--- src/include/rtc_pkg.sv ---
package rtc_pkg;

  // Relay operation modes
  typedef enum logic [2:0] {
    RTC_MODE_INACTIVE = 3'h0,
    RTC_MODE_ON       = 3'h1,
    RTC_MODE_OFF      = 3'h3,
    RTC_MODE_IN       = 3'h2,
    RTC_MODE_OUT      = 3'h6,
    RTC_MODE_BUS      = 3'h7
  } rtc_mode_e;

  // Fault reaction choices
  typedef enum logic [1:0] {
    RTC_FR_KEEP  = 2'h0,
    RTC_FR_CLOSE = 2'h1,
    RTC_FR_OPEN  = 2'h3
  } rtc_fault_e;

  // Qualification state
  typedef enum logic [1:0] {
    RTC_Q_IDLE = 2'h0,
    RTC_Q_ON   = 2'h1,
    RTC_Q_OFF  = 2'h3
  } rtc_qual_e;

  // Per-relay configuration
  typedef struct packed {
    rtc_mode_e          mode;
    rtc_fault_e         fault_reaction;
    logic signed [15:0] first_threshold;
    logic signed [15:0] second_threshold;
    logic [9:0]         hysteresis_width;
    logic [9:0]         activation_delay;
    logic [9:0]         deactivation_delay;
    logic               unit_minutes;
    logic               use_peak;
    logic               buzzer_enable;
  } rtc_relay_cfg_s;

  // Input range configuration
  typedef struct packed {
    logic signed [15:0] nominal_min;
    logic signed [15:0] nominal_max;
    logic               zero_based;
    logic [9:0]         low_range_extension;
    logic [7:0]         high_range_extension;
    logic               user_char;
    logic [4:0]         char_points;
  } rtc_range_cfg_s;

  // Warning outputs
  typedef struct packed {
    logic under_range_warning;
    logic over_range_warning;
    logic display_overflow_warning;
    logic char_error_warning;
  } rtc_warn_s;

  localparam int unsigned     RTC_NRELAY      = 4;
  localparam int unsigned     RTC_CLK_HZ      = 40000000;
  localparam int unsigned     RTC_TENTH_MS    = 100;
  localparam int unsigned     RTC_TENTH_CYC   =
    RTC_CLK_HZ / 1000 * RTC_TENTH_MS;
  localparam logic [11:0]     RTC_MIN_TENTHS  = 12'h258;
  localparam logic [6:0]      RTC_SEC_TENTHS  = 7'h0a;
  localparam logic [9:0]      RTC_DELAY_MAX   = 10'h3e7;
  localparam logic [9:0]      RTC_HYSTERESIS_WIDTH_MAX    = 10'h3e7;
  localparam logic signed [15:0] RTC_DISP_MIN = -16'sd999;
  localparam logic signed [15:0] RTC_DISP_MAX = 16'sd9999;
  localparam logic [6:0]      RTC_GAP_MAX     = 7'h63;
  localparam logic [4:0]      RTC_MIN_POINTS  = 5'h02;
  localparam logic [1:0]      RTC_QUAL_RST    = 2'h0;

endpackage : rtc_pkg

--- src/verilog/rtc_relay_threshold_controller.sv ---
`timescale 1ns/1ps
module rtc_relay_threshold_controller (
  input  wire logic                   i_mclk,        // 40 MHz clock
  input  wire logic                   i_rst_n,       // Sync reset, low
  input  wire logic                   i_meas_valid,  // New result pulse
  input  wire logic signed [15:0]     i_live_value,  // Display value live
  input  wire logic signed [15:0]     i_peak_value,  // Held peak value
  input  wire logic signed [15:0]     i_raw_input,   // Input, range units
  input  wire rtc_pkg::rtc_relay_cfg_s i_cfg [4],    // Relay settings
  input  wire rtc_pkg::rtc_range_cfg_s i_range,      // Range settings
  input  wire logic [6:0]             i_frame_gap_timeout, // Seconds
  input  wire logic                   i_frame_rx,    // Frame received
  input  wire logic [3:0]             i_bus_cmd,     // Bus relay states
  input  wire logic                   i_bus_cmd_we,  // Bus command write
  input  wire logic                   i_buzz_crit_en,// Buzzer on fault
  input  wire logic [3:0]             i_button,      // Front buttons, pins
  output logic [3:0]                  o_relay,       // Relay closed
  output logic [3:0]                  o_led,         // Relay LEDs
  output logic                        o_buzzer,      // Buzzer drive
  output logic                        o_critical,    // Any critical
  output rtc_pkg::rtc_warn_s          o_warn         // Warnings
);
  import rtc_pkg::*;

  ////////////////////////////////////////////////////////////////////////
  // Timebase and button synchroniser
  logic [31:0] tick_cnt_r;
  logic        tenth_r;
  logic [3:0]  btn_m_r;
  logic [3:0]  btn_s_r;
  logic [6:0]  sec_div_r;
  logic        sec_r;

  // 0.1 s enable pulse
  always_ff @(posedge i_mclk) begin
    if (!i_rst_n) begin
      tick_cnt_r <= '0;
      tenth_r    <= 1'b0;
    end else if (tick_cnt_r == RTC_TENTH_CYC - 1) begin
      tick_cnt_r <= '0;
      tenth_r    <= 1'b1;
    end else begin
      tick_cnt_r <= tick_cnt_r + 32'h1;
      tenth_r    <= 1'b0;
    end
  end

  // One second enable pulse
  always_ff @(posedge i_mclk) begin
    if (!i_rst_n) begin
      sec_div_r <= '0;
      sec_r     <= 1'b0;
    end else begin
      sec_r <= 1'b0;
      if (tenth_r) begin
        if (sec_div_r == RTC_SEC_TENTHS - 7'h1) begin
          sec_div_r <= '0;
          sec_r     <= 1'b1;
        end else begin
          sec_div_r <= sec_div_r + 7'h1;
        end
      end
    end
  end

  // Two-stage button synchroniser
  always_ff @(posedge i_mclk) begin
    if (!i_rst_n) begin
      btn_m_r <= '0;
      btn_s_r <= '0;
    end else begin
      btn_m_r <= i_button;
      btn_s_r <= btn_m_r;
    end
  end

  ////////////////////////////////////////////////////////////////////////
  // Range supervision and warnings
  logic signed [31:0] lo_border;
  logic signed [31:0] hi_border;
  logic               under_rng;
  logic               over_rng;
  logic               range_crit;

  // Borders in tenths of a percent of nominal
  always_comb begin
    if (i_range.zero_based) begin
      lo_border = 32'sd0;
    end else begin
      lo_border = (32'(i_range.nominal_min) * 32'sd1000 -
                   32'(i_range.nominal_min) *
                   $signed({22'h0, i_range.low_range_extension})) /
                  32'sd1000;
    end
    hi_border = (32'(i_range.nominal_max) * 32'sd1000 +
                 32'(i_range.nominal_max) *
                 $signed({24'h0, i_range.high_range_extension})) /
                32'sd1000;
    under_rng  = 32'(i_raw_input) < lo_border;
    over_rng   = 32'(i_raw_input) > hi_border;
    range_crit = under_rng | over_rng;
  end

  // Warnings refresh on each result
  always_ff @(posedge i_mclk) begin
    if (!i_rst_n) begin
      o_warn <= '0;
    end else if (i_meas_valid) begin
      o_warn.under_range_warning <= under_rng;
      o_warn.over_range_warning  <= over_rng;
      o_warn.display_overflow_warning <= !range_crit &&
        (i_live_value < RTC_DISP_MIN ||
         i_live_value > RTC_DISP_MAX);
      o_warn.char_error_warning <= i_range.user_char &&
        (i_range.char_points < RTC_MIN_POINTS);
    end
  end

  ////////////////////////////////////////////////////////////////////////
  // Frame gap supervision
  logic [6:0] gap_cnt_r;
  logic       gap_crit_r;

  // Seconds since last frame
  always_ff @(posedge i_mclk) begin
    if (!i_rst_n) begin
      gap_cnt_r  <= '0;
      gap_crit_r <= 1'b0;
    end else if (i_frame_rx || i_frame_gap_timeout == 7'h0) begin
      gap_cnt_r  <= '0;
      gap_crit_r <= 1'b0;
    end else if (sec_r) begin
      if (gap_cnt_r != RTC_GAP_MAX) begin
        gap_cnt_r <= gap_cnt_r + 7'h1;
      end
      if (gap_cnt_r + 7'h1 > i_frame_gap_timeout) begin
        gap_crit_r <= 1'b1;
      end
    end
  end

  ////////////////////////////////////////////////////////////////////////
  // Bus command latch, volatile
  logic [3:0] bus_state_r;

  // Cleared at reset so commanded states do not survive power loss
  always_ff @(posedge i_mclk) begin
    if (!i_rst_n) begin
      bus_state_r <= '0;
    end else if (i_bus_cmd_we) begin
      bus_state_r <= i_bus_cmd;
    end
  end

  ////////////////////////////////////////////////////////////////////////
  // Per-relay evaluation
  logic [3:0]  relay_r;
  logic [3:0]  crit_vec;
  rtc_qual_e   qual_r    [4];
  logic [21:0] qual_cnt_r[4];

  for (genvar g = 0; g < RTC_NRELAY; g++) begin : g_relay
    logic signed [17:0] val;
    logic signed [17:0] lo_t;
    logic signed [17:0] hi_t;
    logic signed [17:0] hy;
    logic               want_on;
    logic               want_off;
    logic               crit;
    logic [21:0]        target;

    // Switch-on and switch-off borders
    always_comb begin
      val = i_cfg[g].use_peak ? 18'(i_peak_value)
                              : 18'(i_live_value);
      hy  = $signed({8'h0, i_cfg[g].hysteresis_width});
      if (i_cfg[g].first_threshold <= i_cfg[g].second_threshold) begin
        lo_t = 18'(i_cfg[g].first_threshold);
        hi_t = 18'(i_cfg[g].second_threshold);
      end else begin
        lo_t = 18'(i_cfg[g].second_threshold);
        hi_t = 18'(i_cfg[g].first_threshold);
      end
      want_on  = 1'b0;
      want_off = 1'b0;
      unique case (i_cfg[g].mode)
        RTC_MODE_ON: begin
          want_on  = val > 18'(i_cfg[g].first_threshold) + hy;
          want_off = val < 18'(i_cfg[g].first_threshold) - hy;
        end
        RTC_MODE_OFF: begin
          want_off = val > 18'(i_cfg[g].first_threshold) + hy;
          want_on  = val < 18'(i_cfg[g].first_threshold) - hy;
        end
        RTC_MODE_IN: begin
          want_on  = val > lo_t + hy && val < hi_t - hy;
          want_off = val < lo_t - hy || val > hi_t + hy;
        end
        RTC_MODE_OUT: begin
          want_on  = val > hi_t + hy || val < lo_t - hy;
          want_off = val > lo_t + hy && val < hi_t - hy;
        end
        RTC_MODE_INACTIVE: want_off = 1'b1;
        RTC_MODE_BUS: begin
          want_on  = 1'b0;
          want_off = 1'b0;
        end
        default: want_off = 1'b1;
      endcase
      if (i_cfg[g].mode == RTC_MODE_BUS) begin
        crit = gap_crit_r;
      end else if (i_cfg[g].mode == RTC_MODE_INACTIVE) begin
        crit = range_crit;
      end else begin
        crit = range_crit;
      end
      target = want_on ? {12'h0, i_cfg[g].activation_delay}
                       : {12'h0, i_cfg[g].deactivation_delay};
      if (i_cfg[g].unit_minutes) begin
        target = target * 22'(RTC_MIN_TENTHS); // Minutes in tenths
      end
    end

    assign crit_vec[g] = crit;

    // Delay qualification and relay state
    always_ff @(posedge i_mclk) begin
      if (!i_rst_n) begin
        relay_r[g]    <= 1'b0;
        qual_r[g]     <= RTC_Q_IDLE;
        qual_cnt_r[g] <= 22'(RTC_QUAL_RST);
      end else if (crit && i_cfg[g].fault_reaction != RTC_FR_KEEP) begin
        relay_r[g] <= (i_cfg[g].fault_reaction == RTC_FR_CLOSE);
        qual_r[g]  <= RTC_Q_IDLE;
      end else if (crit) begin
        qual_r[g] <= RTC_Q_IDLE;
      end else if (i_cfg[g].mode == RTC_MODE_BUS) begin
        relay_r[g] <= bus_state_r[g];
        qual_r[g]  <= RTC_Q_IDLE;
      end else if (i_cfg[g].mode == RTC_MODE_INACTIVE) begin
        relay_r[g] <= 1'b0;
        qual_r[g]  <= RTC_Q_IDLE;
      end else if (i_meas_valid) begin
        if (want_on && !relay_r[g]) begin
          if (qual_r[g] != RTC_Q_ON) begin
            qual_r[g]     <= RTC_Q_ON;
            qual_cnt_r[g] <= '0;
            if (target == 22'h0) begin
              relay_r[g] <= 1'b1;
            end
          end else if (22'(qual_cnt_r[g]) >= target) begin
            relay_r[g] <= 1'b1;
            qual_r[g]  <= RTC_Q_IDLE;
          end
        end else if (want_off && relay_r[g]) begin
          if (qual_r[g] != RTC_Q_OFF) begin
            qual_r[g]     <= RTC_Q_OFF;
            qual_cnt_r[g] <= '0;
            if (target == 22'h0) begin
              relay_r[g] <= 1'b0;
            end
          end else if (22'(qual_cnt_r[g]) >= target) begin
            relay_r[g] <= 1'b0;
            qual_r[g]  <= RTC_Q_IDLE;
          end
        end else begin
          qual_r[g] <= RTC_Q_IDLE;
        end
      end else if (tenth_r && qual_r[g] != RTC_Q_IDLE &&
                   qual_cnt_r[g] != 22'h3fffff) begin
        qual_cnt_r[g] <= qual_cnt_r[g] + 22'h1; // Wide enough for minutes
      end
    end
  end

  ////////////////////////////////////////////////////////////////////////
  // Outputs and buzzer
  logic [3:0] relay_d_r;
  logic       crit_d_r;
  logic       any_crit;
  logic [3:0] buzz_en;

  always_comb begin
    any_crit = |crit_vec;
    for (int k = 0; k < RTC_NRELAY; k++) begin
      buzz_en[k] = i_cfg[k].buzzer_enable;
    end
  end

  // Relay and LED drive
  always_ff @(posedge i_mclk) begin
    if (!i_rst_n) begin
      o_relay    <= '0;
      o_led      <= '0;
      o_critical <= 1'b0;
      relay_d_r  <= '0;
      crit_d_r   <= 1'b0;
    end else begin
      o_relay    <= relay_r;
      o_led      <= relay_r;
      o_critical <= any_crit;
      relay_d_r  <= relay_r;
      crit_d_r   <= any_crit;
    end
  end

  // Buzzer set on new events, silenced by any button
  always_ff @(posedge i_mclk) begin
    if (!i_rst_n) begin
      o_buzzer <= 1'b0;
    end else if ((any_crit && !crit_d_r && i_buzz_crit_en) ||
                 |(relay_r & ~relay_d_r & buzz_en)) begin
      o_buzzer <= 1'b1;
    end else if (|btn_s_r) begin
      o_buzzer <= 1'b0;
    end
  end

endmodule : rtc_relay_threshold_controller

--- config.mk ---
export PLATFORM = sky130hd
export DESIGN_NAME = rtc_relay_threshold_controller
export DESIGN_NICKNAME = d
export VERILOG_FILES = /design/src/include/rtc_pkg.sv /design/src/verilog/rtc_relay_threshold_controller.sv
export SDC_FILE = /design/constraint.sdc
export NUM_CORES = 2
export LEC_CHECK = 0
export ABC_AREA = 1
export BUFFER_PORTS_ARGS = -buffer_cell sky130_fd_sc_hd__buf_2
export CORE_ASPECT_RATIO = 1.75
export CORE_MARGIN = 8
export CORE_UTILIZATION = 50
export CTS_CLUSTER_DIAMETER = 40
export CTS_CLUSTER_SIZE = 25
export DETAILED_ROUTE_END_ITERATION = 10
export HOLD_SLACK_MARGIN = 0.1
export PLACE_DENSITY = 0.68
export SYNTH_ARGS = -nofsm -noshare
export SYNTH_HDL_FRONTEND = slang
export SYNTH_SLANG_ARGS = --single-unit
--- constraint.sdc ---
create_clock -name i_mclk -period 39 [get_ports i_mclk]
set_input_delay 3.9 -clock i_mclk [delete_from_list [all_inputs] [get_ports i_mclk]]
set_output_delay 3.9 -clock i_mclk [all_outputs]
set_load 0.1 [all_outputs]
==> out/results.env <==
DP.CELLS=12700
MAPPED_CELLS=10500
CP_DATA_ARRIVAL_TIME_NS=28.88
POSTCTSHOLDBUFS=0
MOST_COMMON_CELL_AFTER_LAYOUT_FILL_AND_TAPS_ASIDE='sky130_fd_sc_hd__nand2_1'
GRT.MET3_USAGE_PCT=2.47
PIN_COUNT_OF_THE_BIGGEST_NET_ENTERING_GLOBAL_ROUTING=57
REPORT.FINAL.HOLD_VIOL_COUNT=0
CLOCKROOTBUFFER='sky130_fd_sc_hd__clkbuf_16'
WORSTSETUPPATHTYPE='in2reg'
WIRE_LENGTH_OF_THE_FIRST_GLOBAL_ROUTING_PASS_UM=336000
CTSLONGESTPATHBUFFERS=2
LAYOUT.CELLS.MOST_COMMON_LIST='sky130_fd_sc_hd__nand2_1 (1,992), sky130_fd_sc_hd__inv_1 (1,950), sky130_fd_sc_hd__ha_1 (1,296)'
CTS_INSERTED_BUFFERS=17
ASYNCSETRESETFLOPFRACSYNTH_PCT=0
GLOBALROUTE.TOTALOVERFLOW=0
GPL.FINAL_WEIGHTED_CONGESTION=0.983
CTS_POST_SETUP_BUFFERS_INSERTED=0
YS_SEQ_ELEMENTS=171
NETLIST_AREA_UM2=73700
SYNTH-WARNING-COUNT=0
PERIOD_MINUS_SLACK_NS=28.80
HOLDCRITPATHCLASS='reg2reg'
PORT_BUFFERS=418
MAX_FREQ_MHz=34.7
FP.DIEH_UM=524
GLOBALROUTEMET1UTIL_PCT=26.1
CRITICAL_PATH_REQUIRED_NS=39.08
FINCLKSKEW_NS=0.0101
CRIT_PATH_MAX_CELL_DELAY_NS=0.80
TIMING.FINAL.WS_SETUP_NS=10.20
DP_HPWL_UM=183000
SYNTH_ENABLE_FLOP_CELLS=96
FINALNONFILLERCELLS=12800
DETAIL-ROUTE-ANTENNA-NETS=0
REG2REGPATHDEPTH=14
RUN_STATUS='complete, no violations'
ANTENNA_FOUND_INITIAL=29
DRIVE_ABOVE_1_SHARE_PCT=11.9
CP_ENDPOINT_KIND='flop'
FINAL_MAX_SLEW_VIOL_COUNT=0
IOPINCOUNT=420
LAYOUT.FILLER_CELLS=14500
TIMING.CRITICAL_PATH.SLOWEST_STAGE_CELL='sky130_fd_sc_hd__nand4_2'
PLACEMENTROWS=186
WORST_SLEW_MARGIN_REL_PCT=11.3
CLK_LATENCY_NS=0.45
NUM-NETS-FINAL=13000
SYNTH_NETS=12700
VIA_COUNT_OF_THE_FIRST_GLOBAL_ROUTING_PASS=70000
GRT_USE_MET2_PCT=49.6
HTREE_LEVELS=4
SETUP_VIOLATIONS=0
SYNTH-MAIN-FF-CELL='sky130_fd_sc_hd__edfxtp_1'
DETAILEDPLACE.WORSTSLACK_NS=9.75
SYNTH-SEQ-AREA-SHARE_PCT=5.95
DRT-PASS1-ITER-COUNT=8
CORE_BOX_AREA_UM2=147000
WORSTSETUPSTARTPOINTTYPE='input port'
INITIAL_DRC_COUNT=3054
BUSIEST_LAYER_IN_GLOBAL_ROUTING='met2'
HORIZ_DIE_DIM_UM=306
CLK_SINK_COUNT=171
CLK_TRANSITION_REPORTED_PATHS_NS=0.07
WORST_PIN_SLEW_NS=1.32
SYNTHESIS.AREA_PER_INSTANCE_UM2=6.99
FLOP2FLOP_SETUP_SLACK_NS=34.67
MAXCAPVIOLCOUNT=0
NUMBER_OF_REMAINING_DRC_ERRORS=0
AVGROUTEDWIREPERCELL_UM=16.2
CRITICAL_PATH.MAX_FANOUT=52
FIN_CRIT_SH_PCT=73.9
RESIZE_COUNT_POST_CTS=0
INITIAL_CORE_UTIL_PCT=50.3
VIA_PER_INST=5.37
RSZ0062_AT_GRT='no'
GLOBALROUTETOTALUTIL_PCT=25.3
HOLD_DEPTH=2
TOTAL_VIAS_IN_THE_FINAL_ROUTE=68600
SYN2LAYOUT_AREA_GROWTH_PCT=6.17
YS_TYPES=100
DIE_AREA_UM2=160000
MOST_PREVALENT_STANDARD_CELL_ON_THE_CRITICAL_PATH='sky130_fd_sc_hd__nand2_4'
ROUTED_WL_UM=207000
FINAL.SETUP.TNS_NS=0
TRITONCTS='yes'
[metrics by stage]
step                hold slack, ns  area, µm²  utilization, %
floorplan                    0.390      73700               -
global placement             0.399      77600            52.9
detailed placement           0.400      77600            52.9
CTS                          0.415      78200            53.3
global route                 0.440      78200            53.3
finish                       0.417      78200            53.4
[final timing paths]
path                                  startpoint                 to
worst max-delay path                 i_range[29]   qual_cnt_r[2][2]
worst min-delay path                  btn_m_r[3]         btn_s_r[3]
worst max register to register  qual_cnt_r[0][0]  qual_cnt_r[0][17]
worst min register to register        btn_m_r[3]         btn_s_r[3]
[flip-flops by register name, summed over array words and instances, names as in the netlist, 7 cells and up]
| signal | flops |
|---|---|
| gap_cnt_r | 7 |
| qual_cnt_r | 88 |
| qual_r | 8 |
| tick_cnt_r | 32 |
| sec_div_r | 7 |
[layout make-up]
cell class / instances / area [µm²] / share of cell area (%)
Tap cell: 1880 / 2350 / 3.01
Multi-Input combinational cell: 8138 / 60600 / 77.5
Timing Repair Buffer: 468 / 2470 / 3.15
Inverter: 2057 / 7800 / 9.97
Sequential cell: 171 / 4380 / 5.60
Clock inverter: 12 / 96.3 / 0.123
Antenna cell: 26 / 65.1 / 0.0831
Clock buffer: 20 / 479 / 0.612
[cells in the mapped netlist, drive strengths merged (43+ instances only)]
library cell  number  share of area, %
nand4            159               1.4
a21oi            653               4.6
nand3            527               4.3
xor2             429               5.1
clkbuf           144              0.81
nor3             173               1.4
ha              1296                22
o211ai            43              0.45
nand2           2312                14
xnor2             86               1.0
o21bai           121               1.3
o31ai             50              0.51
nor2             826               5.1
fa               484                13
o21ai            602               4.3
dfxtp             75               2.0
edfxtp            96               3.9
inv             2046                10
[metal layers]
metal / share of wire (%) / vias to the layer above / wire length (µm)
li1: - / 34800 / -
met1: 38 / 31800 / 77900
met2: 52 / 1572 / 109000
met3: 4.1 / 517 / 8430
met4: 5.9 / 12 / 12200
met5: 0.037 / - / 77
[logic make-up after synthesis]
kind of cell	Yosys count	synth area share, %
XOR/XNOR	515	6.19
AO/OA/AOI/OAI	1686	13.5
adder cells (fa/ha/maj)	1780	35.2
buffers and inverters	2234	11.9
AND/OR/NAND/NOR	4157	27.3
flip-flops	171	5.95
[worst max-delay path: cells and delay by family]
family | cells | cell delay [ns]
buffers and inverters | 15 | 1.41
xor gates and xnor gates | 2 | 0.46
adders and majority gates | 9 | 3.40
and+or+nand+nor | 96 | 13.63
AOI/OAI and AO/OA | 26 | 6.01
Power is not shown: default switching activity piles up to over one toggle a cycle in this logic, so the estimate is an artifact.
